## config.mk

```make
export PLATFORM = sky130hd
export DESIGN_NAME = input_pin_remap_selectors
export DESIGN_NICKNAME = d
export VERILOG_FILES = /design/src/input_remap_pkg.sv /design/src/pin_sync.sv /design/src/source_select.sv /design/src/input_pin_remap_selectors.sv
export SDC_FILE = /design/constraint.sdc
export NUM_CORES = 1
export LEC_CHECK = 0
export BUFFER_PORTS_ARGS = -buffer_cell sky130_fd_sc_hd__buf_2
export CAP_MARGIN = 40
export CORE_MARGIN = 1
export CORE_UTILIZATION = 40
export DETAILED_ROUTE_END_ITERATION = 6
export SKIP_LAST_GASP = 1
export SLEW_MARGIN = 20
export SYNTH_ARGS = -nofsm -noshare
export SYNTH_HDL_FRONTEND = slang
export SYNTH_HIERARCHICAL = 1
export SYNTH_SLANG_ARGS = --single-unit
```

## constraint.sdc

```tcl
create_clock -name mclk -period 24.9 [get_ports mclk]
set_clock_uncertainty 0.15 [all_clocks]
set_input_delay 2.49 -clock mclk [delete_from_list [all_inputs] [get_ports mclk]]
set_output_delay 2.49 -clock mclk [all_outputs]
set_load 0.005 [all_outputs]
```

## src/input_remap_pkg.sv

```systemverilog
// What this block does
// - upper selector bits 14:8, lower 6:0
// - code zero ties input to ground
// - code one routes comparator one output
// - all ones code routes pin 127
// - bits 15 and 7 read zero
// - single selector: bits 15:7 read zero
// - selectors read/write, cleared at reset
// - encoder two selectors only on motor variants
// - first uart receive and cts routed
// - second uart receive and cts routed
// - first spi clock and data routed
// - both spi slave selects routed
// - converter interface clock and data routed
// - encoder two home and index routed
package input_remap_pkg;
    localparam int SEL_W = 7;
    localparam int ADDR_W = 4;
    localparam int NUM_REGS = 7;
    localparam int NUM_SEL = 12;
    localparam logic [ADDR_W-1:0] ENCODER2_SEL_OFFSET = 4'h0;
    localparam logic [ADDR_W-1:0] UART1_SEL_OFFSET = 4'h1;
    localparam logic [ADDR_W-1:0] UART2_SEL_OFFSET = 4'h2;
    localparam logic [ADDR_W-1:0] SPI1_CLK_DATA_SEL_OFFSET = 4'h3;
    localparam logic [ADDR_W-1:0] SPI1_SELECT_SEL_OFFSET = 4'h4;
    localparam logic [ADDR_W-1:0] SPI2_SELECT_SEL_OFFSET = 4'h5;
    localparam logic [ADDR_W-1:0] CONVERTER_SEL_OFFSET = 4'h6;
    localparam int UPPER_LSB = 8;
    localparam int LOWER_LSB = 0;
    localparam logic [SEL_W-1:0] SEL_RESET = 7'h00;
    localparam logic [SEL_W-1:0] SEL_GROUND = 7'h00;
    localparam logic [SEL_W-1:0] SEL_COMPARATOR = 7'h01;
    localparam int SYNC_STAGES = 2;

    typedef struct packed {
        logic [ADDR_W-1:0] addr;
        logic [15:0] wdata;
        logic wr;
        logic rd;
    } reg_req_s;

    typedef struct packed {
        logic encoder2Home;
        logic encoder2Index;
        logic uart1Rx;
        logic uart1CtsN;
        logic uart2Rx;
        logic uart2CtsN;
        logic spi1Clock;
        logic spi1DataIn;
        logic spi1SelectN;
        logic spi2SelectN;
        logic converterClock;
        logic converterData;
    } periph_in_s;
endpackage : input_remap_pkg

```

## src/pin_sync.sv

```systemverilog
`timescale 1ns/10ps
module pin_sync #(
    parameter int WIDTH = 128
) (
    input wire logic clk,
    input wire logic rstN,
    input wire logic [WIDTH-1:0] async,
    output logic [WIDTH-1:0] synced
);
    import input_remap_pkg::*;
    logic [WIDTH-1:0] meta_q;

    // first stage feeds only the second
    always_ff @(posedge clk or negedge rstN)
    begin
        if (!rstN)
        begin
            meta_q <= '0;
            synced <= '0;
        end
        else
        begin
            meta_q <= async;
            synced <= meta_q;
        end
    end
endmodule : pin_sync

```

## src/source_select.sv

```systemverilog
`timescale 1ns/10ps
module source_select #(
    parameter int PINS = 128
) (
    input wire logic [input_remap_pkg::SEL_W-1:0] code,
    input wire logic [PINS-1:0] pins,
    input wire logic comparatorOne,
    output logic routed
);
    import input_remap_pkg::*;
    // pins index 0 and 1 never reach the output: those codes are ground and comparator
    assign routed = (code == SEL_GROUND) ? 1'b0 :
                    (code == SEL_COMPARATOR) ? comparatorOne :
                    pins[code];
endmodule : source_select

```

## src/input_pin_remap_selectors.sv

```systemverilog
`timescale 1ns/10ps
module input_pin_remap_selectors #(
    parameter bit MOTOR_VARIANT = 1'b1,
    parameter int PINS = 128
) (
    input wire logic mclk,
    input wire logic nrst,
    input wire input_remap_pkg::reg_req_s regReq,
    output logic [15:0] regRdata,
    input wire logic [PINS-1:0] remappablePins,
    input wire logic comparatorOneOutput,
    output input_remap_pkg::periph_in_s periphIn
);
    import input_remap_pkg::*;

    logic rstSync1_q;
    logic rstN_q;
    logic [SEL_W-1:0] sel_q [NUM_SEL];
    logic [SEL_W-1:0] sel_d [NUM_SEL];
    logic [PINS-1:0] pinsSync;
    logic cmpMeta_q;
    logic cmpSync_q;
    logic [NUM_SEL-1:0] routed;
    logic [15:0] readValue;
    logic [15:0] rdata_q;
    periph_in_s periph_q;

    always_ff @(posedge mclk or negedge nrst)
    begin
        if (!nrst)
        begin
            rstSync1_q <= 1'b0;
            rstN_q <= 1'b0;
        end
        else
        begin
            rstSync1_q <= 1'b1;
            rstN_q <= rstSync1_q;
        end
    end

    pin_sync #(.WIDTH(PINS)) u_pin_sync (
        .clk(mclk),
        .rstN(rstN_q),
        .async(remappablePins),
        .synced(pinsSync)
    );

    always_ff @(posedge mclk or negedge rstN_q)
    begin
        if (!rstN_q)
        begin
            cmpMeta_q <= 1'b0;
            cmpSync_q <= 1'b0;
        end
        else
        begin
            cmpMeta_q <= comparatorOneOutput;
            cmpSync_q <= cmpMeta_q;
        end
    end

    // selector index 0-7: even = upper field, odd = lower field of register i/2; 8 and 9 = lower fields of registers 4 and 5, 10 and 11 = register 6
    function automatic logic hasUpper(input logic [ADDR_W-1:0] a);
        return !(a == SPI1_SELECT_SEL_OFFSET || a == SPI2_SELECT_SEL_OFFSET);
    endfunction : hasUpper

    function automatic logic implemented(input logic [ADDR_W-1:0] a);
        return (a < ADDR_W'(NUM_REGS)) && (MOTOR_VARIANT || a != ENCODER2_SEL_OFFSET);
    endfunction : implemented

    wire writeHit = regReq.wr && implemented(regReq.addr);
    wire [SEL_W-1:0] upperWrite = regReq.wdata[UPPER_LSB +: SEL_W];
    wire [SEL_W-1:0] lowerWrite = regReq.wdata[LOWER_LSB +: SEL_W];

    always_comb
    begin
        for (int i = 0; i < NUM_SEL; i++)
        begin
            sel_d[i] = sel_q[i];
        end
        if (writeHit)
        begin
            // bits 15 and 7 are simply not stored
            for (int r = 0; r < NUM_REGS; r++)
            begin
                if (regReq.addr == ADDR_W'(r))
                begin
                    if (r == int'(SPI1_SELECT_SEL_OFFSET))
                    begin
                        sel_d[8] = lowerWrite;
                    end
                    else if (r == int'(SPI2_SELECT_SEL_OFFSET))
                    begin
                        sel_d[9] = lowerWrite;
                    end
                    else if (r == int'(CONVERTER_SEL_OFFSET))
                    begin
                        sel_d[10] = upperWrite;
                        sel_d[11] = lowerWrite;
                    end
                    else
                    begin
                        sel_d[2*r] = upperWrite;
                        sel_d[2*r+1] = lowerWrite;
                    end
                end
            end
        end
    end

    always_ff @(posedge mclk or negedge rstN_q)
    begin
        if (!rstN_q)
        begin
            for (int i = 0; i < NUM_SEL; i++)
            begin
                sel_q[i] <= SEL_RESET;
            end
        end
        else
        begin
            for (int i = 0; i < NUM_SEL; i++)
            begin
                sel_q[i] <= sel_d[i];
            end
        end
    end

    // register layout index per address
    wire [3:0] upIdx = (regReq.addr == CONVERTER_SEL_OFFSET) ? 4'ha :
                       4'((regReq.addr << 1));
    wire [3:0] loIdx = (regReq.addr == SPI1_SELECT_SEL_OFFSET) ? 4'h8 :
                       (regReq.addr == SPI2_SELECT_SEL_OFFSET) ? 4'h9 :
                       (regReq.addr == CONVERTER_SEL_OFFSET) ? 4'hb :
                       4'((regReq.addr << 1) | 4'h1);
    wire [SEL_W-1:0] upRead = hasUpper(regReq.addr) ? sel_q[upIdx] : SEL_RESET;
    assign readValue = implemented(regReq.addr) ?
                       {1'b0, upRead, 1'b0, sel_q[loIdx]} : 16'h0000;

    always_ff @(posedge mclk or negedge rstN_q)
    begin
        if (!rstN_q)
        begin
            rdata_q <= 16'h0000;
        end
        else if (regReq.rd)
        begin
            rdata_q <= readValue;
        end
        else
        begin
            rdata_q <= 16'h0000;
        end
    end
    assign regRdata = rdata_q;

    for (genvar g = 0; g < NUM_SEL; g++)
    begin : g_route
        source_select #(.PINS(PINS)) u_sel (
            .code(sel_q[g]),
            .pins(pinsSync),
            .comparatorOne(cmpSync_q),
            .routed(routed[g])
        );
    end

    // registered so every output leaves a flop; selection lands one cycle after the write
    always_ff @(posedge mclk or negedge rstN_q)
    begin
        if (!rstN_q)
        begin
            periph_q <= '0;
        end
        else
        begin
            periph_q.encoder2Home <= MOTOR_VARIANT & routed[0];
            periph_q.encoder2Index <= MOTOR_VARIANT & routed[1];
            periph_q.uart1CtsN <= routed[2];
            periph_q.uart1Rx <= routed[3];
            periph_q.uart2CtsN <= routed[4];
            periph_q.uart2Rx <= routed[5];
            periph_q.spi1Clock <= routed[6];
            periph_q.spi1DataIn <= routed[7];
            periph_q.spi1SelectN <= routed[8];
            periph_q.spi2SelectN <= routed[9];
            periph_q.converterClock <= routed[10];
            periph_q.converterData <= routed[11];
        end
    end
    assign periphIn = periph_q;
endmodule : input_pin_remap_selectors

```

After elaboration in Yosys (flattened, before gate mapping)
Cells that the tools add are included.
{"block": "totals", "output_inout_bits": 28, "regBits": 372}
{"block": "classes", "eq_ne": 18, "bitwise": 2, "reduce_logical": 22, "mux": 63, "n_lt_le_gt_ge": 15}
{"op": "less-than comparator 7 x 8 -> 1 bit (second input constant)", "n": 12}
{"op": "binary-select mux 1 bit (select 7 bit)", "n": 12}
{"op": "== test 7 x 1 -> 1 bit (second input constant)", "n": 12}
{"op": "zero test 7 bit", "n": 12}
{"op": "binary-select mux 7 bit (select 4 bit)", "n": 2}
{"op": "two-way mux 1 bit", "n": 36}
{"op": "two-way mux 7 bit", "n": 5}
{"op": "two-way mux 21 bit", "n": 1}
{"op": "two-way mux 16 bit", "n": 1}
{"op": "two-way mux 4 bit", "n": 4}
{"op": "two-way mux 15 bit", "n": 1}
{"op": "two-way mux 14 bit", "n": 1}
{"op": "AND reduction 2 bit", "n": 7}
{"op": "== test 4 x 3 -> 1 bit (second input constant)", "n": 3}
{"op": ">= comparator 5 bit (second input constant)", "n": 2}
{"op": "inverter 4 -> 5 bit", "n": 2}
{"op": "== test 4 x 2 -> 1 bit (second input constant)", "n": 2}
{"op": "== test 4 x 1 -> 1 bit (second input constant)", "n": 1}
{"op": "zero test 4 bit", "n": 1}
{"op": "less-than comparator 4 x 3 -> 1 bit (second input constant)", "n": 1}
{"op": "logical AND 1 bit", "n": 1}
{"op": "logical OR 1 bit", "n": 1}

Logic depth before layout (Yosys ltp)
Gate-level depths: netlist (run 1).
{"block": "logic_depth", "depth_word": 10, "mapped_depth": 9, "depth_no_buf": 6}

Hierarchy
Netlist (run 1), hierarchy kept.
{"mod": "source_select", "n_inst": 12, "area_per_inst_um2": 1224.9, "cells_per_inst": 99, "seq_area_each_um2": 0.0}
{"mod": "pin_sync", "n_inst": 1, "area_per_inst_um2": 6406.1, "cells_per_inst": 256, "seq_area_each_um2": 6406.1}
{"mod": "input_pin_remap_selectors", "n_inst": 1, "area_per_inst_um2": 4792.1, "cells_per_inst": 338, "seq_area_each_um2": 2852.7}

Least setup slack after synthesis (run 1)
OpenSTA, ideal clock, no wires.
{"block": "synth_path", "path_kind": "input -> register", "startpoint": "input port regReq[21] (netlist name)", "endpoint": "register sel_q[10] (netlist name)", "setup_ps": 125, "setup_slack_ps": 20954, "cell_stages": 6, "arrival_time_ps": 3671, "t_required_ps": 24625, "cell_sequence": "buf_6 -> nor2b_2 -> nand2_1 -> nor3b_2 -> buf_4 -> mux2_2"}
{"block": "synth_via", "elab_chain_cells": 3, "elab_cells_between_ends": 5}
{"item": "start: declaration", "line_no": "input_pin_remap_selectors.sv:8", "source": "input wire input_remap_pkg::reg_req_s regReq,"}
{"item": "less-than comparator 4 x 3 -> 1 bit", "line_no": "input_pin_remap_selectors.sv:69", "source": "return (a < ADDR_W'(NUM_REGS)) && (MOTOR_VARIANT || a != ENCODER2_SEL_OFFSET);"}
{"item": "logical AND 1 bit", "line_no": "input_pin_remap_selectors.sv:72", "source": "wire writeHit = regReq.wr && implemented(regReq.addr);"}
{"item": "AND reduction 2 bit (no line)"}
{"item": "end signal: indexed assignment", "line_no": "input_pin_remap_selectors.sv:125", "source": "sel_q[i] <= sel_d[i];"}
{"item": "end: declaration", "line_no": "input_pin_remap_selectors.sv:18", "source": "logic [SEL_W-1:0] sel_q [NUM_SEL];"}
Several ways; a longest one is shown, not always the timed one.
A chain may end at the register's enable or synchronous reset.

Final worst setup path (run 1)
{"block": "layout_path", "startpoint": "input port regReq[21] (netlist name)", "endpoint": "register sel_q[8] (netlist name)"}
Same word-level chain as after synthesis.

==> results.sh, run 1 <==
export IMPL_finalMaxSlewViolations=0
export IMPL_synth_edf_count=0
export IMPL_hold_viol_final=0
export IMPL_final_nets=2042
export IMPL_cp_top_family="simple AND/OR/NAND/NOR gates"
export IMPL_cts_sinks=370
export IMPL_ant_nets=0
export IMPL_required_ns=25.20
export IMPL_seq_area_frac_synth_pct=35.8
export IMPL_antenna_found_initial=4
export IMPL_cp_cell_sequence="buf_2 > nor2b_2 > nand2_1 > nor3b_2 > buf_4 > mux2_2"
export IMPL_wirelength_mm=87.8
export IMPL_clock_path_buffers=3
export IMPL_hpwlAfterDp_mm=59.6
export IMPL_wl_per_cell_um=31.8
export IMPL_worst_setup_path_end_kind="register"
export IMPL_outcome="complete, no violations"
export IMPL_cp_arrival_ns=4.42
export IMPL_slowest_delay_ns=0.63
export IMPL_synth_cells=1782
export IMPL_synth_compound_area_share_pct=5.32
export IMPL_crit_path_start_kind="primary input"
export IMPL_cp_buffers_inverters=2
export IMPL_vias=18709
export IMPL_fp_dieArea_mm2=0.0658
export IMPL_post_route_min_period_ns=4.11
export IMPL_final_util_pct=44.9
export IMPL_area_growth_synth_to_final_pct=10.3
export IMPL_drc=0
export IMPL_die_w_um=256
export IMPL_finalSetupViolCount=0
export IMPL_track_usage_pct=26.6
export IMPL_initialDrtViolationCount=2299
export IMPL_die_h_um=256
export IMPL_clk_pin_slew_ns=0.06
export IMPL_fmax_mhz=243
export IMPL_drive_above_1_share_pct=35.0
export IMPL_cts_resized=0
export IMPL_synth_xor_area_share_pct=0
export IMPL_htreeDepth=2
export IMPL_io_pins=181
export IMPL_hold_buffers=0
export IMPL_power_density_mw_per_mm2=85.4
export IMPL_core_mm2=0.0635
export IMPL_clock_root_buffer="clkbuf_16"
export IMPL_nFillCells=5655
export IMPL_slew_headroom_pct=41.0
export IMPL_leakage_nw=11.4
export IMPL_synthFlopType="dfrtp_1"
export IMPL_synthArstFlopShare_pct=100
export IMPL_crit_type="primary input to register"
export IMPL_grt_pass1_vias=18809
export IMPL_fin_setup_tns_ns=0
export IMPL_peakVddDrop_uv=46.5
export IMPL_grt_pass1_wl_mm=129
export IMPL_synth_area_per_cell_um2=14.5
export IMPL_portBuffers=176
export IMPL_path_max_fanout=19
export IMPL_dp_cells=2690
export IMPL_max_slew_worst_pin_slew_ns=0.885
export IMPL_post_cts_buffers=0
export IMPL_clkLatencyLatePin_ns=0.58
export IMPL_via_per_inst=6.77
export IMPL_grt_max_degree=69
export IMPL_gp_congestion=0.960
export IMPL_muxShareOfSynthArea_pct=48.0
export IMPL_yosys_area_share_simple_pct=5.55
export IMPL_synth_top_family_by_area="multiplexers"
export IMPL_num_rows=92
export IMPL_cts_tree="built"
export IMPL_initial_core_util_pct=40.8
export IMPL_synth_cell_type_count=44
export IMPL_maxCapViolations=0
export IMPL_cts_inserted_buffers=38
export IMPL_ys_seq_elements=370
export IMPL_hp_class="register to async pin"
export IMPL_rsz0062_at_grt="false"
export IMPL_synth_area_mm2=0.0259
export IMPL_final_cells=2764
export IMPL_finalCritPeriodShare_pct=16.5
export IMPL_drtPass1Iterations=7
export IMPL_synthAdderAreaFrac_pct=0
export IMPL_gr_total_overflow=0
export IMPL_cp_slowest_cell="nor3b_2"
export IMPL_final_cell_mix="345 x dfrtp_1, 322 x mux2i_1, 229 x mux4_2, 176 x buf_2"
export IMPL_ys_warn_count=6
export IMPL_final_common_cell="dfrtp_1"
[layout make-up]
class / instances / area [um^2] / area share, %
Clock buffer: 49 / 1040 / 3.65
Sequential cell: 370 / 9290 / 32.5
Tap cell: 846 / 1060 / 3.71
Antenna cell: 1 / 2.50 / 0.00876
Timing Repair Buffer: 241 / 1620 / 5.68
Multi-Input combinational cell: 1238 / 15300 / 53.5
Clock inverter: 19 / 273 / 0.955
[where the power goes]
part	switching, W	internal (W)	total [W]
registers	0.000153	0.000665	0.000819
logic	0.000507	0.000509	0.00102
clock network	0.000243	0.000360	0.000603
total	0.000903	0.00153	0.00244
[path summary, 6_finish.rpt]
| kind | start | end | slack (ns) | cells after the start |
|---|---|---|---|---|
| min reg2reg | rstN_q | u_pin_sync/meta_q[113] | 0.16 | 1 |
| max | regReq[21] | sel_q[8] | 20.79 | 6 |
| max reg2reg | sel_q[29] | periphIn[4] | 21.42 | 6 |
| max in group asynchronous | rstN_q | sel_q[14] | 22.70 | 5 |
| min | rstN_q | u_pin_sync/meta_q[113] | 0.16 | 1 |
| min in group mclk | u_pin_sync/meta_q[89] | u_pin_sync/synced[89] | 0.19 | 0 |
[registers in the layout (all words and copies together) (netlist names)]
register and flops:
cmpSync_q 1, rstN_q 1, u_pin_sync/meta_q 128, u_pin_sync/synced 128, cmpMeta_q 1, sel_q 84
periphIn 12, rstSync1_q 1, regRdata 14
[Yosys cell counts (all sizes together) (2+ instances only)]
| cell | instances | share of area (%) |
|---|---|---|
| a21oi | 48 | 0.93 |
| conb | 2 | 0.029 |
| or3 | 13 | 0.31 |
| a211oi | 12 | 0.35 |
| o31a | 7 | 0.24 |
| nand3 | 37 | 0.72 |
| a22oi | 29 | 0.84 |
| nand2 | 55 | 0.80 |
| mux2i | 322 | 12 |
| nand4b | 12 | 0.41 |
| nor3 | 3 | 0.058 |
| mux4 | 337 | 31 |
| buf | 149 | 4.8 |
| o21ai | 33 | 0.65 |
| a311oi | 12 | 0.41 |
| mux2 | 108 | 4.7 |
| nor2 | 46 | 0.68 |
| nand3b | 25 | 0.72 |
| dfrtp | 370 | 36 |
| a222oi | 12 | 0.46 |
| a41oi | 12 | 0.41 |
| o211ai | 17 | 0.49 |
| nand2b | 29 | 0.70 |
| nor3b | 2 | 0.12 |
| o22ai | 19 | 0.46 |
| nor2b | 39 | 0.95 |
| clkbuf | 26 | 0.56 |
[stage by stage]
stage | hold WS (ns) | setup slack, ns | instance area, um^2 | total power [W]
final | 0.165 | 20.79 | 28600 | 0.00244
after detailed placement | 0.185 | 20.28 | 27100 | 0.00182
after CTS | 0.195 | 20.88 | 28500 | 0.00243
after global placement | 0.185 | 20.17 | 26800 | 0.00178
after global routing | 0.193 | 20.72 | 28600 | 0.00252
after floorplan | 0.181 | 13.67 | 25900 | 0.00152
[routing by layer]
metal	global-route usage, %	vias to the layer above	share of wire (%)	routed length [um]
met5	0	-	0.028	25
met4	13.0	4	5.2	4570
met3	5.35	266	9.7	8540
met2	41.7	1188	47	40800
met1	35.2	9745	39	33800
li1	-	7506	-	-
[worst reg2reg max path, delay by kind of cell, from the launching register on]
kind | cells | cell delay [ns]
buffers and inverters | 1 | 0.46
multiplexers | 2 | 0.68
flip-flops | 1 | 0.80
AO/OA/AOI/OAI | 3 | 1.21
[kinds of logic after synthesis]
family                 Yosys count
other                            2
AND/OR/NAND/NOR                264
flip-flops                     370
buffers and inverters          175
multiplexers                   767
AO/OA/AOI/OAI                  204
Note: power is estimated with default switching activity, not from simulation.
==> run 2: changes to the inputs <==
- clock period: 24.9 -> 3.92 ns (I/O delays scaled with it)
==> results.sh, run 2 (same netlist as run 1, synthesis figures left out) <==
export IMPL_finalMaxSlewViolations=0
export IMPL_outcome="complete, no violations"
export IMPL_fp_dieArea_mm2=0.0658
export IMPL_crit_path_start_kind="register"
export IMPL_wirelength_mm=93.6
export IMPL_crit_type="register to register"
export IMPL_fmax_mhz=316
export IMPL_grt_max_degree=86
export IMPL_cts_inserted_buffers=41
export IMPL_switchingPower_w=0.00592
export IMPL_clkLatencyLatePin_ns=0.59
export IMPL_final_common_cell="dfrtp_1"
export IMPL_finalCritPeriodShare_pct=80.7
export IMPL_hp_class="primary input to register"
export IMPL_initialDrtViolationCount=2147
export IMPL_r2r_cells=5
export IMPL_finalSetupViolCount=0
export IMPL_min_path_cells=2
export IMPL_drtPass1Iterations=6
export IMPL_worstHoldStart="regReq[5]"
export IMPL_slew_headroom_pct=38.5
export IMPL_r2r_end="periphIn[1]"
export IMPL_min_to="sel_q[73]"
export IMPL_r2r_slack_ns=0.76
export IMPL_clock_path_buffers=3
export IMPL_clockPowerShare_pct=25.2
export IMPL_fin_setup_tns_ns=0
export IMPL_htreeDepth=2
export IMPL_top_regs="u_pin_sync/meta_q: 128 flops, u_pin_sync/synced: 128 flops, sel_q: 84 flops"
export IMPL_worstReg2RegStart="sel_q[8]"
export IMPL_sw_frac_of_total_pct=37.3
export IMPL_multi_input_area_mm2=0.0153
export IMPL_gr_total_overflow=0
export IMPL_post_route_min_period_ns=3.16
export IMPL_power_density_mw_per_mm2=526
export IMPL_final_cell_mix="345 x dfrtp_1, 322 x mux2i_1, 229 x mux4_2, 176 x buf_2, 137 x dlygate4sd3_1"
export IMPL_final_nets=2215
export IMPL_io_pins=181
export IMPL_cts_sinks=370
export IMPL_antenna_found_initial=5
export IMPL_cp_cell_sequence="mux2i_1 > mux4_2 > a222oi_1 > a311oi_1 > a21oi_1"
export IMPL_seqPwrFrac_pct=36.1
export IMPL_cts_tree="built"
export IMPL_p_int_w=0.00995
export IMPL_peakVddDrop_uv=347
export IMPL_dp_slack_ns=0.898
export IMPL_cp_arrival_ns=3.47
export IMPL_num_rows=92
export IMPL_slowest_delay_ns=0.85
export IMPL_initial_core_util_pct=40.8
export IMPL_drc=0
export IMPL_hpwlAfterDp_mm=65.7
export IMPL_die_h_um=256
export IMPL_grt_pass1_vias=19447
export IMPL_required_ns=4.23
export IMPL_ant_nets=0
export IMPL_vias=19619
export IMPL_final_seq_area_mm2=0.00929
export IMPL_cp_slowest_cell="dfrtp_2"
export IMPL_area_growth_synth_to_final_pct=16.5
export IMPL_clock_root_buffer="clkbuf_16"
export IMPL_pwr_share_comb_pct=38.7
export IMPL_gp_congestion=1.01
export IMPL_maxCapViolations=0
export IMPL_path_max_fanout=23
export IMPL_final_util_pct=47.5
export IMPL_rsz0062_at_grt="false"
export IMPL_hold_viol_final=0
export IMPL_worst_setup_path_end_kind="register"
export IMPL_grt_pass1_wl_mm=136
export IMPL_leakage_nw=12.1
export IMPL_die_w_um=256
export IMPL_whs_ns=0.0343
export IMPL_via_per_inst=6.68
export IMPL_max_slew_worst_pin_slew_ns=0.922
export IMPL_wl_per_cell_um=31.9
export IMPL_setup_ws_ns=0.756
export IMPL_portBuffers=176
export IMPL_nFillCells=5543
export IMPL_core_mm2=0.0635
export IMPL_clk_pin_slew_ns=0.06
export IMPL_drive_above_1_share_pct=34.0
export IMPL_track_usage_pct=28.2
[run 2: cell count changes in the layout (fill, tap and decap cells not counted), moves of 2 or more]
cell           previous run  this run
buf_16                    7         1
buf_4                    45        79
buf_6                     0         3
buf_8                     8        10
clkbuf_1                  6         3
clkbuf_16                38        41
clkinv_2                  7         5
clkinv_4                  0         5
dlygate4sd3_1             1       137
[run 2: worst max-delay path: cells and delay by family, from the launching register on]
family | cells | cell delay [ns]
DFF | 1 | 0.85
muxes | 2 | 0.67
AOI/OAI and AO/OA | 3 | 1.34
[run 2: per-layer routing]
layer,up-vias,global-route usage [%],wire length (um),share of wire [%]
li1,7857,-,-,-
met1,10219,35.3,34700,37
met2,1255,44.5,44000,47
met3,284,6.92,8890,9.5
met4,4,16.8,6030,6.4
met5,-,0,24,0.026
[run 2: per-stage QoR]
stage               area (um^2)  instances  total power, W
CTS                       30000       2928          0.0157
global route              30200       2937          0.0165
detailed placement        27300       2719          0.0116
finish                    30200       2938          0.0159
global placement          27200       2714          0.0115
floorplan                 25900       1783         0.00967
[run 2: final cells by class]
class	instances	area share, %
diodes	1	0.00830
clock buffers	49	3.67
clock inverters	23	0.954
multi-input cells	1238	50.6
flip-flops and latches	370	30.8
well taps	846	3.51
repair buffers	411	10.5
[run 2: how the worst max path moves through the flow]
stage / start / endpoint / depth (start not counted)
after CTS: sel_q[8] / periphIn[1] / 5
final: sel_q[8] / periphIn[1] / 5
after detailed placement: sel_q[8] / periphIn[1] / 5
after global routing: sel_q[8] / periphIn[1] / 5
after global placement: sel_q[8] / periphIn[1] / 5
after floorplan: rstN_q / cmpMeta_q / 0
[run 2: power by group through the flow]
stage / combinational, W / clock [W] / sequential, W
after CTS: 0.00590 / 0.00409 / 0.00576
final: 0.00615 / 0.00399 / 0.00573
after global placement: 0.00563 / 0 / 0.00584
after global routing: 0.00646 / 0.00425 / 0.00575
after detailed placement: 0.00578 / 0 / 0.00582
after floorplan: 0.00495 / 0 / 0.00472
[run 2: what timing repair did]
item | 4_1_cts | 5_1_grt
hold buffers | 137 | 0
setup buffers | 0 | 0
hold endpoints to repair | 161 | 0
gates resized for setup | 0 | 0
